### src/shared/cho_map.svh
`ifndef CHO_MAP_SVH
`define CHO_MAP_SVH

// Command codes
`define CHO_CMD_OPTIONS     8'h12
`define CHO_CMD_CHG_CURRENT 8'h14
`define CHO_CMD_CHG_VOLTAGE 8'h15

// Option word reset value and writable bits (bits 4:3 unused)
`define CHO_OPT_RESET       16'h7904
`define CHO_OPT_WMASK       16'hFFE7
`define CHO_BIT_LEARN       6
`define CHO_BIT_MON         5

// Watchdog selector codes
`define CHO_WD_OFF          2'h0
`define CHO_WD_SEL_44       2'h1
`define CHO_WD_SEL_88       2'h2

// Clock and times
`define CHO_CLK_HZ          125000000
`define CHO_DEG_SHORT_MS    150
`define CHO_DEG_LONG_MS     1300
`define CHO_WD_44_S         44
`define CHO_WD_88_S         88
`define CHO_WD_175_S        175

// Cycle counts derived from times and clock rate
`define CHO_DEG_SHORT_CYC   (64'(`CHO_DEG_SHORT_MS) * 64'(`CHO_CLK_HZ) / 64'd1000)
`define CHO_DEG_LONG_CYC    (64'(`CHO_DEG_LONG_MS) * 64'(`CHO_CLK_HZ) / 64'd1000)
`define CHO_WD_44_CYC       (64'(`CHO_WD_44_S) * 64'(`CHO_CLK_HZ))
`define CHO_WD_88_CYC       (64'(`CHO_WD_88_S) * 64'(`CHO_CLK_HZ))
`define CHO_WD_175_CYC      (64'(`CHO_WD_175_S) * 64'(`CHO_CLK_HZ))

`endif

### src/shared/cho_pkg.sv
package cho_pkg;

    // Option word layout, bit 15 first
    typedef struct packed {
        logic       deglitch_long;
        logic [1:0] wd_sel;
        logic [1:0] depl_sel;
        logic       trim_up;
        logic       trim_en;
        logic [1:0] short_sel;
        logic       learn;
        logic       mon_sel;
        logic [1:0] unused;
        logic [1:0] oc_sel;
        logic       inhibit;
    } cho_opt_t;

    // One decoded word command from the bus framer
    typedef struct packed {
        logic        wr;
        logic        rd;
        logic [7:0]  code;
        logic [15:0] data;
    } cho_cmd_t;

    // Settings driven to the analog side
    typedef struct packed {
        logic       trim_en;
        logic       trim_up;
        logic [1:0] short_sel;
        logic [1:0] depl_sel;
        logic       mon_sel;
        logic [1:0] oc_sel;
    } cho_ctl_t;

    // System power source selection
    typedef enum logic [1:0] {
        SRC_BATT,
        SRC_ADAPTER,
        SRC_LEARN
    } cho_src_t;

endpackage

### src/logic/cho_timer.sv
`timescale 1ns/1ps
module cho_timer #(
    parameter int W = 36
) (
    input  wire logic         clk,
    input  wire logic         nrst,
    input  wire logic         run,
    input  wire logic         clr,
    input  wire logic [W-1:0] limit,
    output logic              done
);
    logic [W-1:0] cnt;
    wire          at_limit;

    // Reached the selected limit
    assign at_limit = (cnt >= limit);
    assign done     = at_limit;

    // Saturating count while running, clear wins
    always_ff @(posedge clk) begin
        if (!nrst || clr) begin
            cnt <= '0;
        end else if (run && !at_limit) begin
            cnt <= cnt + 1'b1;
        end
    end
endmodule

### src/logic/cho_options.sv
// Overview of operation
// - Word write to options code updates fields; fields start at power-on defaults.
// - Option-changing commands accepted only with supply and adapter detect above limits.
// - Bit 15 picks adapter-present rising deglitch: 0 gives 150 ms, 1 gives 1.3 s.
// - Long deglitch only after adapter switch turned on then off once.
// - Bits 14:13 set watchdog: off, 44 s, 88 s, 175 s default.
// - Enabled watchdog suspends charging when no voltage or current write arrives in time.
// - Suspended charging resumes on next charge voltage or current write.
// - Bits 12:11 pick battery depletion threshold, 70.97 percent by default.
// - In learn, depletion turns battery switch off and adapter switch on.
// - Bit 9 enables frequency trim; bit 10 lowers or raises it 18 percent.
// - Bits 8:7 pick high-side short threshold, 700 mV by default.
// - Writing one to bit 6 starts learn: adapter switch off, battery switch on.
// - Learn bit clears itself when learn ends at the depletion threshold.
// - Writing zero to learn bit stops learn, battery off, adapter on; resets zero.
// - Bit 5 routes current monitor: 0 adapter amplifier, 1 charge amplifier.
// - Bits 2:1 set adapter overcurrent threshold: off, 1.33x, 1.66x default, 2.22x.
// - Bit 0 set inhibits charging; clear allows it, clear by default.
`timescale 1ns/1ps
`include "cho_map.svh"
module cho_options #(
    parameter logic [35:0] DEG_SHORT_CYC = 36'(`CHO_DEG_SHORT_CYC),
    parameter logic [35:0] DEG_LONG_CYC  = 36'(`CHO_DEG_LONG_CYC),
    parameter logic [35:0] WD_44_CYC     = 36'(`CHO_WD_44_CYC),
    parameter logic [35:0] WD_88_CYC     = 36'(`CHO_WD_88_CYC),
    parameter logic [35:0] WD_175_CYC    = 36'(`CHO_WD_175_CYC)
) (
    input  wire logic             clk,
    input  wire logic             nrst,
    input  wire cho_pkg::cho_cmd_t cmd,
    input  wire logic             supply_above_lockout,
    input  wire logic             adapter_detect_above_min,
    input  wire logic             adapter_detect_input,
    input  wire logic             battery_depleted,
    output logic                  cmd_ack,
    output logic [15:0]           rdata,
    output logic                  adapter_present_flag,
    output logic                  adapter_switch_transistor,
    output logic                  battery_switch_transistor,
    output logic                  charge_enable,
    output logic                  charge_suspended,
    output cho_pkg::cho_ctl_t     analog_ctl
);
    cho_pkg::cho_opt_t opt;
    cho_pkg::cho_opt_t next_opt;
    cho_pkg::cho_src_t src;
    cho_pkg::cho_src_t next_src;
    cho_pkg::cho_ctl_t next_ctl;
    logic              switch_cycled;
    logic              suspended;
    logic [35:0]       hi_run;
    wire               link_ok;
    wire               opt_wr;
    wire               opt_rd;
    wire               vi_wr;
    wire               learn_done;
    wire               deg_long_sel;
    wire  [35:0]       deg_limit;
    wire  [35:0]       wd_limit;
    wire               wd_enabled;
    wire               wd_run;
    wire               wd_done;
    wire               wd_expire;
    wire               deg_done;
    wire  [15:0]       wr_word;

    // Bus commands only count with supply and adapter detect high enough
    assign link_ok = supply_above_lockout && adapter_detect_above_min;
    assign opt_wr  = cmd.wr && link_ok && (cmd.code == `CHO_CMD_OPTIONS);
    assign opt_rd  = cmd.rd && link_ok && (cmd.code == `CHO_CMD_OPTIONS);
    assign vi_wr   = cmd.wr && link_ok && ((cmd.code == `CHO_CMD_CHG_CURRENT) ||
                                           (cmd.code == `CHO_CMD_CHG_VOLTAGE));

    // Written word with unused bits kept from the current option word
    assign wr_word = (cmd.data & `CHO_OPT_WMASK) | (16'(opt) & ~`CHO_OPT_WMASK);

    // Learn ends when battery reaches the depletion threshold
    assign learn_done = (src == cho_pkg::SRC_LEARN) && battery_depleted;

    // Next option word; a host write wins over the self clear
    always_comb begin
        next_opt = opt;
        if (learn_done) begin
            next_opt.learn = 1'b0;
        end
        if (opt_wr) begin
            next_opt = cho_pkg::cho_opt_t'(wr_word);
        end
    end

    // Option register
    always_ff @(posedge clk) begin
        if (!nrst) begin
            opt <= cho_pkg::cho_opt_t'(`CHO_OPT_RESET);
        end else begin
            opt <= next_opt;
        end
    end

    // Deglitch length: long only once the adapter switch has cycled
    assign deg_long_sel = opt.deglitch_long && switch_cycled;
    assign deg_limit    = deg_long_sel ? DEG_LONG_CYC : DEG_SHORT_CYC;

    cho_timer #(
        .W     (36)
    ) u_deglitch (
        .clk   (clk),
        .nrst  (nrst),
        .run   (adapter_detect_input),
        .clr   (!adapter_detect_input),
        .limit (deg_limit),
        .done  (deg_done)
    );

    // Adapter present: delayed rise, immediate fall
    always_ff @(posedge clk) begin
        if (!nrst || !adapter_detect_input) begin
            adapter_present_flag <= 1'b0;
        end else if (deg_done) begin
            adapter_present_flag <= 1'b1;
        end
    end

    // Remember one on-then-off pass of the adapter switch
    always_ff @(posedge clk) begin
        if (!nrst) begin
            switch_cycled <= 1'b0;
        end else if (adapter_switch_transistor && (next_src != cho_pkg::SRC_ADAPTER)) begin
            switch_cycled <= 1'b1;
        end
    end

    // Source choice from adapter presence and learn bit
    always_comb begin
        case (src)
            cho_pkg::SRC_BATT,
            cho_pkg::SRC_ADAPTER,
            cho_pkg::SRC_LEARN: begin
                if (!adapter_present_flag) begin
                    next_src = cho_pkg::SRC_BATT;
                end else if (next_opt.learn) begin
                    next_src = cho_pkg::SRC_LEARN;
                end else begin
                    next_src = cho_pkg::SRC_ADAPTER;
                end
            end
            default: begin
                next_src = cho_pkg::SRC_BATT;
            end
        endcase
    end

    // Source state and switch drives
    always_ff @(posedge clk) begin
        if (!nrst) begin
            src                       <= cho_pkg::SRC_BATT;
            adapter_switch_transistor <= 1'b0;
            battery_switch_transistor <= 1'b1;
        end else begin
            src                       <= next_src;
            adapter_switch_transistor <= (next_src == cho_pkg::SRC_ADAPTER);
            battery_switch_transistor <= (next_src != cho_pkg::SRC_ADAPTER);
        end
    end

    // Watchdog period selection
    assign wd_enabled = (opt.wd_sel != `CHO_WD_OFF);
    assign wd_limit   = (opt.wd_sel == `CHO_WD_SEL_44) ? WD_44_CYC :
                        (opt.wd_sel == `CHO_WD_SEL_88) ? WD_88_CYC : WD_175_CYC;
    assign wd_run     = wd_enabled && !suspended;
    assign wd_expire  = wd_run && wd_done;

    cho_timer #(
        .W     (36)
    ) u_watchdog (
        .clk   (clk),
        .nrst  (nrst),
        .run   (wd_run),
        .clr   (vi_wr || !wd_enabled),
        .limit (wd_limit),
        .done  (wd_done)
    );

    // Suspend on expiry, resume on next voltage or current write
    always_ff @(posedge clk) begin
        if (!nrst || !wd_enabled) begin
            suspended <= 1'b0;
        end else if (wd_expire) begin
            suspended <= 1'b1;
        end else if (vi_wr) begin
            suspended <= 1'b0;
        end
    end

    // Analog settings from the option word, trim_up gated by trim_en
    assign next_ctl.trim_en   = next_opt.trim_en;
    assign next_ctl.trim_up   = next_opt.trim_en && next_opt.trim_up;
    assign next_ctl.short_sel = next_opt.short_sel;
    assign next_ctl.depl_sel  = next_opt.depl_sel;
    assign next_ctl.mon_sel   = next_opt.mon_sel;
    assign next_ctl.oc_sel    = next_opt.oc_sel;

    // Registered outputs to the power stage
    always_ff @(posedge clk) begin
        if (!nrst) begin
            analog_ctl       <= '0;
            charge_enable    <= 1'b0;
            charge_suspended <= 1'b0;
        end else begin
            analog_ctl       <= next_ctl;
            charge_enable    <= !opt.inhibit && !suspended;
            charge_suspended <= suspended;
        end
    end

    // Read data and acknowledge
    always_ff @(posedge clk) begin
        if (!nrst) begin
            rdata   <= 16'h0000;
            cmd_ack <= 1'b0;
        end else begin
            rdata   <= opt_rd ? 16'(opt) : 16'h0000;
            cmd_ack <= opt_rd || opt_wr || vi_wr;
        end
    end

    // Checker helper: consecutive cycles with adapter detect high
    always_ff @(posedge clk) begin
        if (!nrst || !adapter_detect_input) begin
            hi_run <= 36'h000000000;
        end else if (hi_run != 36'hFFFFFFFFF) begin
            hi_run <= hi_run + 36'h000000001;
        end
    end
endmodule

### config.mk
export PLATFORM = sky130hd
export DESIGN_NAME = cho_options
export DESIGN_NICKNAME = d
export VERILOG_FILES = /design/src/shared/cho_pkg.sv /design/src/logic/cho_timer.sv /design/src/logic/cho_options.sv
export VERILOG_INCLUDE_DIRS = /design/src /design/src/shared
export SDC_FILE = /design/constraint.sdc
export NUM_CORES = 1
export LEC_CHECK = 0
export ABC_AREA = 1
export BUFFER_PORTS_ARGS = -buffer_cell sky130_fd_sc_hd__clkbuf_2
export CORE_MARGIN = 10
export CORE_UTILIZATION = 37
export DETAILED_ROUTE_END_ITERATION = 7
export GPL_ROUTABILITY_DRIVEN = 0
export PLACE_DENSITY = 0.58
export SLEW_MARGIN = 25
export SYNTH_ARGS = -nofsm -noshare
export SYNTH_HDL_FRONTEND = slang
export SYNTH_SLANG_ARGS = --single-unit
### constraint.sdc
create_clock -name clk -period 6.3 [get_ports clk]
set_clock_uncertainty 0.2 [all_clocks]
set_input_delay 1.26 -clock clk [delete_from_list [all_inputs] [get_ports clk]]
set_output_delay 1.26 -clock clk [all_outputs]
set_load 0.02 [all_outputs]
; Word-level counts from Yosys, hierarchy flattened
; Cells that the tools add are included.
[op_classes]
addsub = 2
order_cmp = 2
eq_ne = 9
mux = 10
bitwise_logic = 1
n_reduce_logical = 34
[op_table]
columns = op, n
row1 = $add 36x1->36 const B, 2
row2 = $mux 35, 2
row3 = $ge 36x28->1, 1
row4 = $ge 36x35->1, 1
row5 = $mux 28, 1
row6 = $eq 8x5->1 const B, 3
row7 = $or 16x5->16, 1
row8 = $logic_and 1x1->1, 15
row9 = $mux 13, 1
row10 = $logic_not 1->1, 7
row11 = $logic_or 1x1->1, 7
row12 = $eq 2x1->1 const B, 3
row13 = $mux 2, 3
row14 = $eq 2x2->1 const B, 2
row15 = $reduce_bool 2->1, 2
row16 = $mux 1, 3
row17 = $reduce_or 3->1, 1
row18 = $logic_not 2->1, 1
row19 = $ne 2x1->1 const B, 1
row20 = $reduce_and 2->1, 1
[word_totals]
ff_bits = 121
input_bits = 32

; Depth between registers and ports, before layout
[logic_depth]
depth_word = 9
depth_mapped = 16
depth_no_buf = 15

; Hierarchy
; From an unflattened synthesis, not the netlist that was laid out.
[unflattened]
hier_cells = 1370
area_unflattened_um2 = 8453.1
[modules_own_cells]
columns = mod, instances, cells_per_inst, area_each_um2
row1 = cho_timer, 2, 593, 3439.5
row2 = cho_options, 1, 184, 1574.0

; Worst setup path after synthesis
; OpenSTA, ideal clock, no wires.
[synth_path]
kind = input -> register
start = input cmd[16] (netlist name)
end = register analog_ctl[7] (netlist name)
t_arrival_ns = 2.289
t_required_ns = 5.979
setup_slack_ns = 3.690
path_stages = 5
path_cell_list = nor4_2 > nand3_1 > clkbuf_1 > o211ai_1 > nor2_1
[synth_via]
elab_chain_len = 4
[synth_rtl]
columns = element, line_no
row1 = "start, declared", cho_options.sv:30  ; input wire cho_pkg::cho_cmd_t cmd,
row2 = $eq 8x5->1 (no source line), n/a
row3 = $logic_and 1x1->1, cho_options.sv:69  ; assign opt_wr = cmd.wr && link_ok && (cmd.code == `CHO_CMD_OPTIONS);
row4 = $mux 13, cho_options.sv:86  ; if (opt_wr) begin
row5 = $logic_and 1x1->1, cho_options.sv:197  ; assign next_ctl.trim_up = next_opt.trim_en && next_opt.trim_up;
row6 = "end signal, assigned", cho_options.sv:210  ; analog_ctl <= next_ctl;
row7 = "end, declared", cho_options.sv:42  ; output cho_pkg::cho_ctl_t analog_ctl
; Every way passes these cells. The select of a mux whose other input is x is not followed.
; A chain may end at the register's enable or synchronous reset.

; Worst setup path after layout
[layout_path]
start = register opt[13] (netlist name)
end = register u_watchdog.cnt[11]
[layout_via]
elab_chain_len = 6
[layout_rtl]
columns = element, line_no
row1 = "start, declared", cho_options.sv:44  ; cho_pkg::cho_opt_t opt;
row2 = "start signal, assigned", cho_options.sv:94  ; opt <= cho_pkg::cho_opt_t'(`CHO_OPT_RESET);
row3 = "start signal, assigned", cho_options.sv:96  ; opt <= next_opt;
row4 = $eq 2x2->1 (no source line), n/a
row5 = $mux 35, cho_options.sv:169  ; (opt.wd_sel == `CHO_WD_SEL_88) ? WD_88_CYC : WD_175_CYC;
row6 = $mux 35, cho_options.sv:168  ; assign wd_limit = (opt.wd_sel == `CHO_WD_SEL_44) ? WD_44_CYC :
row7 = $ge 36x35->1, cho_timer.sv:16  ; assign at_limit = (cnt >= limit);
row8 = $logic_not 1->1, cho_timer.sv:23  ; end else if (run && !at_limit) begin
row9 = $logic_and 1x1->1, cho_timer.sv:23
row10 = "end signal, assigned", cho_timer.sv:24  ; cnt <= cnt + 1'b1;
row11 = "end, declared", cho_timer.sv:12  ; logic [W-1:0] cnt;
; Parallel ways exist; a longest one is shown, timed or not.

==> metrics <==
worst hold start=opt[0]; synthesized cell area=6932 um2; achievable frequency=268.6 MHz; Critical Path RT=6.38 ns; reg2reg path depth=14; mux contribution to synthesized area=0.1444%; die height=156.9 um; total power=1.792 mW; Post-Layout Inst Area=7903 um2; root buffer cell=clkbuf_16; initial antenna violation count=0; global-route wire length before repair=30,510 um; simple-gate share of the synthesized area=41.66%; Hold Path Sink=charge_enable; Total GRT Usage=15.07%; flip-flop and latch count after synthesis=115; leading area contributor after synthesis=dfxtp_1; via count=6,637; setup bufs post-CTS=0; post-synth top area share=33.21%; dominant register cell in the synthesized netlist=dfxtp_1; total negative slack=0 ns; Worst EP arrival=3.81 ns; Final nets=1,193; YS warnings=0; Boundary Pins=63; Die W=156.9 um; global route total overflow=0; Max-slew headroom=34.98%; CTS buffer count=17; cts repair resizes=0; pin count of the biggest net entering global routing=45; RR Endpoint=u_watchdog.cnt[11]; RSZ-0062 raised after global routing=false; Startpoint Class=flip-flop; Syn Area/Cell=6.430 um2; DRC Markers=0; Fin. Hold Viols=0; Slew Viols, Final=0; antenna cell count=0; clk slew on worst S/H paths=0.06 ns; status=finished clean; worst hold path type=reg2reg; Area Growth Syn to Fin=14.01%; final setup vio count=0; Clock Sinks=115; Die ar.=24,610 um2; slack of the critical path=2.577 ns; Worst R2R Start=opt[13]; Routed WL per cell=13.12 um; Core Util, Final=43.40%; Cell Rows=49; Area contributors post-synth=dfxtp_1, nand2_1, nor2_1; Synth Instances=1,078; fin crit period=3.723 ns; DP Worst Slack=2.620 ns; setup slack, reg-to-reg=2.58 ns; adder-cell share of the synthesized area=7.040%; clock buffer depth=2; Hold Path Stages=1; Total Wirelength=17,900 um; Avg Vias per Cell=4.866; First-pass DRT Iterations=5; Final Cycle Share=59.10%; Initial Utilization=38.07%; Worst setup EP type=flip-flop; Max IR drop VDD=196.0 uV; post-synthesis xor/xnor area fraction=1.895%; Placeable Area=18,210 um2; most common cell in the netlist=nand2_1; PD cells=226.8 nW/um2; post-DP HPWL=12,580 um; vias in the first global route=6,211; P_leak=3.523 nW; share of cells above drive strength 1=10.04%; dpl cell area=7318 um2; Synth cell types=36; Compound-Gate Fraction of Synth Area=5.668%; Synth top cells by count=nand2_1, nor2_1, inv_1, dfxtp_1, nand4_1; Post-synth EDFFs=0; combinational family with the most area after synthesis=simple AND/OR/NAND/NOR gates; Worst-Margin Slew=0.9731 ns; Max Cap Viol=0; CTS tree=done; DRT antenna net count=0; Iter 0 DRT Violations=468; # hold bufs at CTS=0; Async SR Flop Fraction=0%; worst-path fanout max=37; Skew-Pair Late Insertion Delay=0.42 ns; H-tree Lvls=4; Crit Path Class=reg2reg; IO Port Bufs=58; sequential element share of the synthesized area=33.21%
-- stage by stage --
stage | cells | hold WS [ns]
6_report | 1364 | 0.2218
3_5_place_dp | 1332 | 0.2125
3_3_place_gp | 1332 | 0.2080
2_1_floorplan | 1079 | 0.1975
5_1_grt | 1364 | 0.2367
4_1_cts | 1364 | 0.2215
-- state kept, by name, summed over array words and instances (netlist names) --
| register | flops |
|---|---|
| analog_ctl | 7 |
| adapter_switch_transistor | 1 |
| cmd_ack | 1 |
| u_deglitch.cnt | 36 |
| adapter_present_flag | 1 |
| switch_cycled | 1 |
| u_watchdog.cnt | 36 |
| charge_suspended | 1 |
| charge_enable | 1 |
| rdata | 14 |
| src | 2 |
| battery_switch_transistor | 1 |
| opt | 12 |
| suspended | 1 |
-- cells in the final DEF (no fill, tap or decap), types with 6 or more instances in the layout --
cell type	synthesis	layout
inv_1	127	127
nor2_1	192	192
nand2_1	311	311
inv_6	0	6
a21oi_1	52	52
clkbuf_16	0	17
xor2_1	11	11
dfxtp_1	115	115
nor3_1	16	16
nand3_1	46	46
nand4_1	64	64
o21ai_0	8	8
clkbuf_2	0	58
ha_1	39	39
nand3b_1	17	17
-- worst max-delay path, stage by stage, from the launching register on --
cell	delay [ns]
dfxtp_1	0.32
inv_1	0.11
ha_1	0.33
inv_1	0.26
ha_1	0.36
nand2_1	0.07
nand2_1	0.05
nor2_1	0.09
nand3_1	0.09
nand2_1	0.07
nand2_1	0.07
nand2_2	0.62
nand3_4	0.62
nand2_1	0.22
a21oi_1	0.08
-- per-layer routing --
metal  track usage, %  share of wire (%)
met5                0                  0
met4            4.989                1.2
met3            3.399                4.4
met2            23.58                 44
met1            20.03                 51
-- how the worst max path moves through the flow --
stage | from | end | cells after the start
floorplan | cmd[16] | analog_ctl[7] | 5
global placement | opt[13] | u_watchdog.cnt[33] | 14
detailed placement | opt[13] | u_watchdog.cnt[3] | 14
CTS | opt[13] | u_watchdog.cnt[11] | 14
global route | opt[13] | u_watchdog.cnt[1] | 15
finish | opt[13] | u_watchdog.cnt[11] | 14
-- power breakdown --
group / internal, mW / switching [mW] / leakage (nW)
Clock: 0.567 / 0.392 / 0.290
Sequential: 0.735 / 0.00740 / 0.929
Combinational: 0.0267 / 0.0641 / 2.30
Total: 1.33 / 0.463 / 3.52
-- logic make-up (layout without fill, tap and decap cells) --
logic type,count (synthesis),after routing
AOI/OAI and AO/OA,72,72
other,1,2
and+or+nand+nor,666,666
xor gates and xnor gates,15,15
muxes,1,1
DFF,115,115
adders and majority gates,39,39
buffers and inverters,169,225
-- layout make-up --
type	instances	area, um2
timing repair buffer	62	320.3
inverter	131	491.7
multi-input combinational	795	3918
clock inverter	14	145.1
sequential	115	2302
tap	229	286.5
clock buffer	18	439.2
fill	1916	10310
No activity file was read; power rests on OpenSTA's default activity.
